`config.mk`:
```
export PLATFORM = sky130hd
export DESIGN_NAME = can_buffer_status_control
export DESIGN_NICKNAME = d
export VERILOG_FILES = /design/src/core/can_bsc_pkg.sv /design/src/core/dlc_saturate.sv /design/src/core/can_buffer_status_control.sv
export VERILOG_INCLUDE_DIRS = /design/src /design/src/core
export SDC_FILE = /design/constraint.sdc
export NUM_CORES = 1
export LEC_CHECK = 0
export BUFFER_PORTS_ARGS = -buffer_cell sky130_fd_sc_hd__buf_4
export CAP_MARGIN = 15
export CORE_MARGIN = 3
export CORE_UTILIZATION = 51
export DETAILED_ROUTE_END_ITERATION = 8
export GPL_ROUTABILITY_DRIVEN = 0
export HOLD_SLACK_MARGIN = 0.03
export PLACE_DENSITY = 0.85
export SLEW_MARGIN = 20
export SYNTH_ARGS = -nofsm -noshare
export SYNTH_HDL_FRONTEND = slang
export SYNTH_HIERARCHICAL = 1
export SYNTH_SLANG_ARGS = --single-unit
```
`constraint.sdc`:
```
create_clock -name aclk -period 6.7 [get_ports aclk]
set_input_delay 0.67 -clock aclk [delete_from_list [all_inputs] [get_ports aclk]]
set_output_delay 0.67 -clock aclk [all_outputs]
set_load 0.005 [all_outputs]
```
`src/core/can_bsc_params.svh`:
```
// Offsets, field positions, reset values and codes of the buffer status/control block
`ifndef CAN_BSC_PARAMS_SVH
`define CAN_BSC_PARAMS_SVH

// ----------------------------------------
// Register byte offsets
// ----------------------------------------
`define BSC_OFS_CTRL 8'h00
`define BSC_OFS_IRQ_STATUS 8'h04
`define BSC_OFS_IRQ_CLEAR 8'h08
`define BSC_OFS_IRQ_ENABLE 8'h0C

// ----------------------------------------
// Control word fields
// ----------------------------------------
`define BSC_DLC_MSB 15
`define BSC_DLC_LSB 12
`define BSC_PRI_MSB 7
`define BSC_PRI_LSB 4
`define BSC_ST_MSB 3
`define BSC_ST_LSB 0
`define BSC_BUSY_BIT 0

// ----------------------------------------
// Reset values and limits
// ----------------------------------------
`define BSC_ST_RESET 4'h0
`define BSC_PRI_RESET 4'h0
`define BSC_DLC_RESET 4'h0
`define BSC_DLC_MAX_BYTES 4'h8
`define BSC_IRQ_RESET 3'h0
`define BSC_IRQ_BITS 3

// ----------------------------------------
// Bus responses
// ----------------------------------------
`define BSC_RESP_OKAY 2'h0
`define BSC_RESP_SLVERR 2'h2

`endif

```
`src/core/can_bsc_pkg.sv`:
```
// Types shared by the buffer status/control block
package can_bsc_pkg;

  // Buffer state codes as held in the state field
  typedef enum logic [3:0] {
    rx_idle = 4'h0,
    rx_idle_busy = 4'h1,
    rx_armed = 4'h2,
    rx_copy_first = 4'h3,
    rx_holding = 4'h4,
    rx_copy_second = 4'h5,
    rx_overwritten = 4'h6,
    rx_copy_repeat = 4'h7,
    tx_idle = 4'h8,
    tx_idle_busy = 4'h9,
    tx_remote_autoreply = 4'hA,
    tx_autoreply_busy_rsvd = 4'hB,
    tx_single_shot = 4'hC,
    tx_busy_single = 4'hD,
    tx_single_then_autoreply = 4'hE,
    tx_busy_autoreply = 4'hF
  } buffer_state_t;

  // Interrupt event positions
  typedef enum logic [1:0] {
    ev_rx_done = 2'h0,
    ev_tx_done = 2'h1,
    ev_wr_reject = 2'h2
  } irq_event_t;

endpackage

```
`src/core/dlc_saturate.sv`:
```
// Data length code to transferred byte count, saturating at eight
`timescale 1ns/1ps
`default_nettype none
`include "can_bsc_params.svh"

module dlc_saturate (
  // Code in, byte count out
  input wire logic [3:0] dlc,
  output logic [3:0] byte_count
);

  // Plain binary count; any code of eight or above moves eight bytes
  assign byte_count = (dlc >= `BSC_DLC_MAX_BYTES) ? `BSC_DLC_MAX_BYTES : dlc;

endmodule
`default_nettype wire

```
`src/core/can_buffer_status_control.sv`:
```
// Status/control word of one CAN message buffer with AXI4-Lite access
// How it works
// Word: byte count 15:12, reserved 11:8, priority 7:4, state 3:0.
// State written by software and advanced by the engine as frames move.
// While busy, software writes to the buffer are refused except the low byte.
// Busy is set during a receive copy and while transmission is pending.
// Every copy-end and transmit-done update clears the busy bit.
// Copy shows 0011 from armed, 0101 from holding, 0111 from overwritten.
// Idle 0000, armed 0010, holding 0100, overwritten 0110.
// 0001 only when software writes idle during a running copy.
// 1000 is an inactive transmit buffer, 1010 answers remote frames.
// Single-then-autoreply becomes remote autoreply after it is sent.
// Pending or sending shows busy single or busy autoreply.
// 1001 only when software writes transmit idle to a busy buffer.
// Autoreply code with busy bit is never produced.
// Priority is kept as software wrote it.
// Software sets the byte count before requesting transmission.
// On reception the count of bytes placed is written back.
// The count is plain binary, 0000 zero bytes to 1000 eight.
// Never more than eight bytes; codes of eight and above mean eight.
// Copy end moves armed to holding, an aborted copy (0001) to idle, else to overwritten, clearing busy.
`timescale 1ns/1ps
`default_nettype none
`include "can_bsc_params.svh"

module can_buffer_status_control (
  // Clock and reset
  input wire logic aclk,
  input wire logic aresetn,
  // AXI4-Lite write address and data
  input wire logic [7:0] s_axi_awaddr,
  input wire logic s_axi_awvalid,
  output logic s_axi_awready,
  input wire logic [31:0] s_axi_wdata,
  input wire logic [3:0] s_axi_wstrb,
  input wire logic s_axi_wvalid,
  output logic s_axi_wready,
  // AXI4-Lite write response
  output logic [1:0] s_axi_bresp,
  output logic s_axi_bvalid,
  input wire logic s_axi_bready,
  // AXI4-Lite read
  input wire logic [7:0] s_axi_araddr,
  input wire logic s_axi_arvalid,
  output logic s_axi_arready,
  output logic [31:0] s_axi_rdata,
  output logic [1:0] s_axi_rresp,
  output logic s_axi_rvalid,
  input wire logic s_axi_rready,
  // Protocol engine events
  input wire logic eng_copy_start,
  input wire logic eng_copy_done,
  input wire logic [3:0] eng_rx_dlc,
  input wire logic eng_remote_hit,
  input wire logic eng_tx_done,
  // Protocol engine view of the buffer
  output logic rx_accepting,
  output logic tx_request,
  output logic [3:0] tx_byte_count,
  output logic [15:0] buffer_status_control,
  // Interrupt
  output logic irq
);

  // ----------------------------------------
  // Helpers
  // ----------------------------------------
  function automatic logic is_rx_armed(input logic [3:0] s);
    return (s == can_bsc_pkg::rx_armed) || (s == can_bsc_pkg::rx_holding) ||
           (s == can_bsc_pkg::rx_overwritten);
  endfunction

  function automatic logic is_tx_busy(input logic [3:0] s);
    return s[3] && s[`BSC_BUSY_BIT] && (s != can_bsc_pkg::tx_autoreply_busy_rsvd);
  endfunction

  // ----------------------------------------
  // Registers and wires
  // ----------------------------------------
  logic [3:0] state_q, state_d;
  logic [3:0] pri_q, pri_d;
  logic [3:0] dlc_q, dlc_d;
  logic [`BSC_IRQ_BITS-1:0] irq_status_q, irq_status_d, irq_enable_q, irq_ev, irq_clr;
  logic awready_q, wready_q, bvalid_q, arready_q, rvalid_q;
  logic aw_hold_q, w_hold_q;
  logic [7:0] wr_addr_q;
  logic [31:0] wr_data_q, rdata_q;
  logic [3:0] wr_strb_q;
  logic [1:0] bresp_q, rresp_q;
  logic rx_accepting_q, tx_request_q, irq_q;
  logic [3:0] tx_bytes_q;
  logic [3:0] rx_bytes, tx_bytes_d;
  logic wr_fire, ctrl_wr, busy, wr_reject, rx_done_ok, tx_done_ok;

  assign busy = state_q[`BSC_BUSY_BIT];
  assign wr_fire = aw_hold_q && w_hold_q && !bvalid_q;
  assign ctrl_wr = wr_fire && (wr_addr_q == `BSC_OFS_CTRL);

  dlc_saturate u_rx_sat (
    .dlc(eng_rx_dlc),
    .byte_count(rx_bytes)
  );

  dlc_saturate u_tx_sat (
    .dlc(dlc_d),
    .byte_count(tx_bytes_d)
  );

  // ----------------------------------------
  // AXI4-Lite write channels
  // ----------------------------------------
  // Address and data are taken independently; the response waits for both
  always_ff @(posedge aclk) begin
    if (!aresetn) begin
      awready_q <= 1'b0;
      aw_hold_q <= 1'b0;
      wr_addr_q <= 8'h00;
    end else if (s_axi_awvalid && awready_q) begin
      awready_q <= 1'b0;
      aw_hold_q <= 1'b1;
      wr_addr_q <= s_axi_awaddr;
    end else begin
      if (wr_fire) begin
        aw_hold_q <= 1'b0;
      end
      awready_q <= !aw_hold_q && !bvalid_q && !wr_fire;
    end
  end

  always_ff @(posedge aclk) begin
    if (!aresetn) begin
      wready_q <= 1'b0;
      w_hold_q <= 1'b0;
      wr_data_q <= 32'h0000_0000;
      wr_strb_q <= 4'h0;
    end else if (s_axi_wvalid && wready_q) begin
      wready_q <= 1'b0;
      w_hold_q <= 1'b1;
      wr_data_q <= s_axi_wdata;
      wr_strb_q <= s_axi_wstrb;
    end else begin
      if (wr_fire) begin
        w_hold_q <= 1'b0;
      end
      wready_q <= !w_hold_q && !bvalid_q && !wr_fire;
    end
  end

  always_ff @(posedge aclk) begin
    if (!aresetn) begin
      bvalid_q <= 1'b0;
      bresp_q <= `BSC_RESP_OKAY;
    end else if (wr_fire) begin
      bvalid_q <= 1'b1;
      case (wr_addr_q)
        `BSC_OFS_CTRL, `BSC_OFS_IRQ_CLEAR, `BSC_OFS_IRQ_ENABLE: begin
          bresp_q <= `BSC_RESP_OKAY;
        end
        default: begin
          bresp_q <= `BSC_RESP_SLVERR;
        end
      endcase
    end else if (bvalid_q && s_axi_bready) begin
      bvalid_q <= 1'b0;
    end
  end

  // ----------------------------------------
  // AXI4-Lite read channel
  // ----------------------------------------
  always_ff @(posedge aclk) begin
    if (!aresetn) begin
      arready_q <= 1'b0;
      rvalid_q <= 1'b0;
      rdata_q <= 32'h0000_0000;
      rresp_q <= `BSC_RESP_OKAY;
    end else if (s_axi_arvalid && arready_q) begin
      arready_q <= 1'b0;
      rvalid_q <= 1'b1;
      rresp_q <= `BSC_RESP_OKAY;
      case (s_axi_araddr)
        `BSC_OFS_CTRL: begin
          rdata_q <= {16'h0000, dlc_q, 4'h0, pri_q, state_q};
        end
        `BSC_OFS_IRQ_STATUS: begin
          rdata_q <= {29'h0000_0000, irq_status_q};
        end
        `BSC_OFS_IRQ_ENABLE: begin
          rdata_q <= {29'h0000_0000, irq_enable_q};
        end
        `BSC_OFS_IRQ_CLEAR: begin
          rdata_q <= 32'h0000_0000;
        end
        default: begin
          rdata_q <= 32'h0000_0000;
          rresp_q <= `BSC_RESP_SLVERR;
        end
      endcase
    end else if (rvalid_q && s_axi_rready) begin
      rvalid_q <= 1'b0;
    end else begin
      arready_q <= !rvalid_q;
    end
  end

  // ----------------------------------------
  // Control word next value
  // ----------------------------------------
  // Engine events are applied after the software write, so an engine update in
  // the same cycle wins over the state that software wrote.
  always_comb begin
    state_d = state_q;
    pri_d = pri_q;
    dlc_d = dlc_q;
    wr_reject = 1'b0;
    rx_done_ok = 1'b0;
    tx_done_ok = 1'b0;
    if (ctrl_wr && wr_strb_q[0]) begin
      pri_d = wr_data_q[`BSC_PRI_MSB:`BSC_PRI_LSB];
      if (!busy) begin
        case (wr_data_q[`BSC_ST_MSB:`BSC_ST_LSB])
          can_bsc_pkg::tx_single_shot: begin
            state_d = can_bsc_pkg::tx_busy_single;
          end
          can_bsc_pkg::tx_single_then_autoreply: begin
            state_d = can_bsc_pkg::tx_busy_autoreply;
          end
          default: begin
            // Software cannot raise the busy bit by itself
            state_d = {wr_data_q[3:1], 1'b0};
          end
        endcase
      end else if (wr_data_q[2:0] == 3'h0 && wr_data_q[3] == state_q[3]) begin
        // Deactivating a busy buffer keeps busy until the engine finishes; a
        // direction change here would strand the running copy or send, so it is ignored
        state_d = {wr_data_q[3], 3'h1};
      end
    end
    if (ctrl_wr && wr_strb_q[1]) begin
      if (busy) begin
        wr_reject = 1'b1;
      end else begin
        dlc_d = wr_data_q[`BSC_DLC_MSB:`BSC_DLC_LSB];
      end
    end
    if (eng_copy_start && is_rx_armed(state_q)) begin
      state_d = {state_q[3:1], 1'b1};
    end else if (eng_copy_done && !state_q[3] && busy) begin
      rx_done_ok = 1'b1;
      dlc_d = rx_bytes;
      case (state_q)
        can_bsc_pkg::rx_copy_first: state_d = can_bsc_pkg::rx_holding;
        can_bsc_pkg::rx_idle_busy: state_d = can_bsc_pkg::rx_idle;
        default: state_d = can_bsc_pkg::rx_overwritten;
      endcase
    end else if (eng_remote_hit && state_q == can_bsc_pkg::tx_remote_autoreply) begin
      state_d = can_bsc_pkg::tx_busy_autoreply;
    end else if (eng_tx_done && state_q[3] && busy) begin
      tx_done_ok = 1'b1;
      case (state_q)
        can_bsc_pkg::tx_busy_autoreply: state_d = can_bsc_pkg::tx_remote_autoreply;
        default: state_d = can_bsc_pkg::tx_idle;
      endcase
    end
  end

  // ----------------------------------------
  // Control word and engine view
  // ----------------------------------------
  always_ff @(posedge aclk) begin
    if (!aresetn) begin
      state_q <= `BSC_ST_RESET;
      pri_q <= `BSC_PRI_RESET;
      dlc_q <= `BSC_DLC_RESET;
      rx_accepting_q <= 1'b0;
      tx_request_q <= 1'b0;
      tx_bytes_q <= 4'h0;
    end else begin
      state_q <= state_d;
      pri_q <= pri_d;
      dlc_q <= dlc_d;
      rx_accepting_q <= is_rx_armed(state_d);
      tx_request_q <= is_tx_busy(state_d);
      tx_bytes_q <= tx_bytes_d;
    end
  end

  // ----------------------------------------
  // Interrupt status, clear and enable
  // ----------------------------------------
  always_comb begin
    irq_ev = `BSC_IRQ_RESET;
    irq_ev[can_bsc_pkg::ev_rx_done] = rx_done_ok;
    irq_ev[can_bsc_pkg::ev_tx_done] = tx_done_ok;
    irq_ev[can_bsc_pkg::ev_wr_reject] = wr_reject;
    irq_clr = `BSC_IRQ_RESET;
    if (wr_fire && wr_addr_q == `BSC_OFS_IRQ_CLEAR && wr_strb_q[0]) begin
      irq_clr = wr_data_q[`BSC_IRQ_BITS-1:0];
    end
    // A new event wins over a clear in the same cycle
    irq_status_d = (irq_status_q & ~irq_clr) | irq_ev;
  end

  always_ff @(posedge aclk) begin
    if (!aresetn) begin
      irq_status_q <= `BSC_IRQ_RESET;
      irq_enable_q <= `BSC_IRQ_RESET;
      irq_q <= 1'b0;
    end else begin
      irq_status_q <= irq_status_d;
      if (wr_fire && wr_addr_q == `BSC_OFS_IRQ_ENABLE && wr_strb_q[0]) begin
        irq_enable_q <= wr_data_q[`BSC_IRQ_BITS-1:0];
      end
      irq_q <= |(irq_status_d & irq_enable_q);
    end
  end

  // ----------------------------------------
  // Outputs
  // ----------------------------------------
  assign s_axi_awready = awready_q;
  assign s_axi_wready = wready_q;
  assign s_axi_bvalid = bvalid_q;
  assign s_axi_bresp = bresp_q;
  assign s_axi_arready = arready_q;
  assign s_axi_rvalid = rvalid_q;
  assign s_axi_rdata = rdata_q;
  assign s_axi_rresp = rresp_q;
  assign rx_accepting = rx_accepting_q;
  assign tx_request = tx_request_q;
  assign tx_byte_count = tx_bytes_q;
  assign buffer_status_control = {dlc_q, 4'h0, pri_q, state_q};
  assign irq = irq_q;

  // ----------------------------------------
  // Assertions
  // ----------------------------------------
  a_busy_dlc_hold: assert property (@(posedge aclk) disable iff (!aresetn)
    (ctrl_wr && wr_strb_q[1] && busy && !eng_copy_done) |=> $stable(dlc_q))
    else $error("byte count changed by a write while busy");

  a_copy_start_code: assert property (@(posedge aclk) disable iff (!aresetn)
    (eng_copy_start && state_q == can_bsc_pkg::rx_armed) |=>
    state_q == can_bsc_pkg::rx_copy_first)
    else $error("first copy did not show 0011");

  a_copy_end_code: assert property (@(posedge aclk) disable iff (!aresetn)
    (eng_copy_done && state_q == can_bsc_pkg::rx_copy_first && !eng_copy_start) |=>
    state_q == can_bsc_pkg::rx_holding)
    else $error("first copy did not end in holding");

  a_update_clears: assert property (@(posedge aclk) disable iff (!aresetn)
    (tx_done_ok || rx_done_ok) |=> !state_q[`BSC_BUSY_BIT])
    else $error("engine update left busy set");

  a_autoreply_return: assert property (@(posedge aclk) disable iff (!aresetn)
    (tx_done_ok && state_q == can_bsc_pkg::tx_busy_autoreply) |=>
    state_q == can_bsc_pkg::tx_remote_autoreply && !tx_request)
    else $error("autoreply buffer not rearmed after send");

  a_no_rsvd_tx: assert property (@(posedge aclk) disable iff (!aresetn)
    state_q != can_bsc_pkg::tx_autoreply_busy_rsvd)
    else $error("reserved transmit state produced");

  a_tx_count_sat: assert property (@(posedge aclk) disable iff (!aresetn)
    dlc_q[3] ? (tx_byte_count == `BSC_DLC_MAX_BYTES) : (tx_byte_count == dlc_q))
    else $error("transmit byte count wrong");

  a_rx_count_back: assert property (@(posedge aclk) disable iff (!aresetn)
    rx_done_ok |=> dlc_q == $past(rx_bytes) && dlc_q <= `BSC_DLC_MAX_BYTES)
    else $error("received byte count not stored");

  a_pri_own: assert property (@(posedge aclk) disable iff (!aresetn)
    !(ctrl_wr && wr_strb_q[0]) |=> $stable(pri_q))
    else $error("priority changed without a write");

  a_sched_busy: assert property (@(posedge aclk) disable iff (!aresetn)
    (ctrl_wr && wr_strb_q[0] && !busy && wr_data_q[3:0] == 4'hC && !eng_copy_start
     && !eng_remote_hit) |=> tx_request)
    else $error("scheduled single shot not requested");

  c_rx_copy: cover property (@(posedge aclk) disable iff (!aresetn)
    state_q == can_bsc_pkg::rx_copy_first ##[1:20] state_q == can_bsc_pkg::rx_holding);
  c_tx_send: cover property (@(posedge aclk) disable iff (!aresetn)
    tx_request ##[1:20] tx_done_ok);
  c_reject: cover property (@(posedge aclk) disable iff (!aresetn) wr_reject ##2 irq);

endmodule
`default_nettype wire

```
==> impl_metrics.json <==
{
  "critical_path_class": "reg -> reg",
  "grt_usage_pct": 21.5,
  "critPathRequiredTime_ps": 6900,
  "setup.worst_path.end_class": "flop",
  "clock-sinks": 68,
  "finalCriticalPeriod_ps": 2730,
  "num_rows": 27,
  "maxClockFrequency_mhz": 366,
  "die_area_mm2": 0.00692,
  "synthDistinctLibCells": 50,
  "setup_violations": 0,
  "slew_headroom_pct": 42.2,
  "die_h_um": 83.2,
  "routed-via-count": 2729,
  "synth-warning-count": 6,
  "synth_area_per_cell_um2": 8.47,
  "clock_tree.htree_level_count": 3,
  "setup_ws_ps": 3970,
  "crit_slowest_cell": "sky130_fd_sc_hd__or4_1",
  "synth_edf_count": 0,
  "most-common-layout-cells": "sky130_fd_sc_hd__buf_4, sky130_fd_sc_hd__dfxtp_1, sky130_fd_sc_hd__nand2_1, sky130_fd_sc_hd__a21oi_1, sky130_fd_sc_hd__nor2_1",
  "preCtsSetupSlack_ps": 3840,
  "timing.critical_path.arrival_ps": 2930,
  "drv_slew": 0,
  "drc": 0,
  "synthArstFlopShare_pct": 0,
  "synth.yosys.seq_area_share_pct": 44.8,
  "post-layout-total-power_uw": 844,
  "antenna_left": 0,
  "detail_route.wirelength_um": 7310,
  "fp.dieW_um": 83.2,
  "regArea_mm2": 0.00136,
  "postPlaceCellArea_mm2": 0.00356,
  "wl_met2_um": 3570,
  "postCtsHoldBufs": 0,
  "post-dp-hpwl_um": 5160,
  "critical_path.top_delay_family": "simple AND/OR/NAND/NOR gates",
  "final_common_cell": "sky130_fd_sc_hd__buf_4",
  "holdCritPathClass": "reg -> reg",
  "power_leakage_uw": 0.00159,
  "drive_above_1_share_pct": 25.6,
  "ctsResizeCount": 0,
  "clock_transition_at_the_register_clock_pins_on_the_worst_setup_and_hold_paths_after_cts_ps": 70,
  "syn_area_mm2": 0.00304,
  "grt_antenna_before_repair": 0,
  "cellPowerDensity_mw_per_mm2": 224,
  "areaGrowthSynthToFinish_pct": 24.1,
  "worstPathCellList": "or4_1, nor4_4, nor2b_1, mux2_2, a2111oi_0",
  "power.ir.vdd_worst_uv": 127,
  "clock_buffers_created_by_tritoncts": 9,
  "num-fill-cells": 488,
  "overflow": 0,
  "netlist_instances": 359,
  "floorplan.initialDensity_pct": 53.9,
  "timing.setup.tns_ps": 0,
  "final_min_period_over_clock_period_pct": 40.7,
  "multi_input_area_mm2": 0.00147,
  "grt_pass1_vias": 2593,
  "fin_skew_ps": 9.80,
  "number_of_top_level_design_ports": 131,
  "met1Wirelength_um": 3090,
  "final_cell_area_mm2": 0.00377,
  "routed.top_layer": "met4",
  "global_route_wire_length_before_repair_um": 12100,
  "clockBufferDepth": 2,
  "pre_antenna_drt_iters": 7,
  "root_buffer": "sky130_fd_sc_hd__clkbuf_8",
  "routed_via_density": 5.39,
  "wl_per_instance_um": 14.4,
  "number_of_storage_elements_in_the_synthesis_netlist": 68,
  "path_buf_inv": 0,
  "io_buffers": 82,
  "initialDrtViolationCount": 319,
  "core_area_mm2": 0.00564,
  "cts_setup_buffers": 0,
  "critPathMaxFanout": 8,
  "grt_start_max_net_pins": 31,
  "setup.worst_path.start_class": "flop",
  "insertedDiodeCount": 0,
  "rsz0062_at_grt": "false",
  "final_nets": 496,
  "timing.critical_path.slowest_cell_delay_ps": 660,
  "met3_length_um": 509,
  "tightestPinTransition_ps": 859,
  "drv.max_cap_violation_count": 0,
  "timing.final.hold_violations": 0,
  "ys.flop_type": "sky130_fd_sc_hd__dfxtp_1",
  "clock_tree_from_tritoncts": "built",
  "status": "finished, final reports clean",
  "insertion_delay_ps": 340
}
-- cells by family after synthesis --
logic type                count (synthesis)  synth area share [%]
DFF                                      68                  44.8
muxes                                    16                  5.31
xor gates and xnor gates                  1                 0.288
buffers and inverters                    54                  9.96
AOI/OAI and AO/OA                        78                  16.8
other                                     1                 0.123
and+or+nand+nor                         141                  22.8
-- synth_stat cells (2+ instances only) --
master / n / area, um^2
sky130_fd_sc_hd__buf_4: 26 / 195
sky130_fd_sc_hd__a2111oi_0: 2 / 17.5
sky130_fd_sc_hd__dfxtp_1: 68 / 1360
sky130_fd_sc_hd__a22oi_1: 12 / 90.1
sky130_fd_sc_hd__nor2b_1: 8 / 50.1
sky130_fd_sc_hd__nand4_1: 2 / 12.5
sky130_fd_sc_hd__inv_1: 5 / 18.8
sky130_fd_sc_hd__nand3_1: 4 / 20.0
sky130_fd_sc_hd__or4b_2: 2 / 20.0
sky130_fd_sc_hd__mux2i_1: 15 / 150
sky130_fd_sc_hd__buf_1: 2 / 7.51
sky130_fd_sc_hd__o32a_1: 3 / 30.0
sky130_fd_sc_hd__clkbuf_1: 19 / 71.3
sky130_fd_sc_hd__nor4_1: 3 / 18.8
sky130_fd_sc_hd__a31oi_1: 2 / 12.5
sky130_fd_sc_hd__o22ai_1: 2 / 12.5
sky130_fd_sc_hd__nand2_1: 56 / 210
sky130_fd_sc_hd__nand3b_1: 3 / 22.5
sky130_fd_sc_hd__or4_1: 2 / 15.0
sky130_fd_sc_hd__a211oi_1: 5 / 37.5
sky130_fd_sc_hd__or2_2: 2 / 12.5
sky130_fd_sc_hd__a21oi_1: 36 / 180
sky130_fd_sc_hd__nor3_1: 7 / 35.0
sky130_fd_sc_hd__buf_2: 2 / 10.0
sky130_fd_sc_hd__nor2_1: 33 / 124
sky130_fd_sc_hd__o21ai_0: 6 / 30.0
sky130_fd_sc_hd__and2_1: 6 / 37.5
sky130_fd_sc_hd__nand2b_1: 4 / 25.0
-- power breakdown --
part,internal (uW),leakage [uW],switching [uW]
logic,30.8,0.000932,35.8
registers,414,0.000551,8.70
clock network,193,0.000102,162
total,638,0.00159,206
-- worst min-delay path, stage by stage, from the launching register on --
cell	delay (ps)
sky130_fd_sc_hd__dfxtp_1	310
sky130_fd_sc_hd__nand2_1	50
sky130_fd_sc_hd__a21oi_1	50
-- state kept, by name, indices dropped and copies added (netlist names), 2 cells and up --
| signal | count |
|---|---|
| wr_addr_q | 8 |
| dlc_q | 4 |
| s_axi_rdata | 12 |
| pri_q | 4 |
| irq_enable_q | 3 |
| wr_data_q | 12 |
| state_q | 4 |
| tx_byte_count | 4 |
| irq_status_q | 3 |
| wr_strb_q | 2 |
-- final cells by class --
class                           instances  share of cell area, %
Sequential cell                        68                   36.1
Inverter                                5                  0.498
Multi-Input combinational cell        262                   38.9
Clock buffer                           11                   4.01
Timing Repair Buffer                   83                   16.5
Tap cell                               72                   2.39
Clock inverter                          5                   1.56
-- metrics by stage --
step           std cells  hold WS, ps  util (%)
3_5_place_dp         490          441      63.1
6_report             506          453      66.9
5_1_grt              506          470      66.9
4_1_cts              506          453      66.9
3_3_place_gp         490          437      63.1
2_1_floorplan        384          416         -
-- worst paths after layout --
check                                  start           end  slack (ps)  depth (start not counted)
worst max-delay path            wr_addr_q[5]  rx_accepting        3970                          5
worst min-delay path            wr_addr_q[7]  wr_addr_q[7]         450                          2
worst max register to register  wr_addr_q[5]  rx_accepting        3970                          5
worst min register to register  wr_addr_q[7]  wr_addr_q[7]         450                          2
-- layer usage --
metal / up-vias / global-route usage [%]
li1: 1334 / -
met3: 15 / 4.07
met4: 0 / 9.06
met5: - / 0
met1: 1268 / 27.5
met2: 112 / 35.5
(Power assumes the default switching activity.)
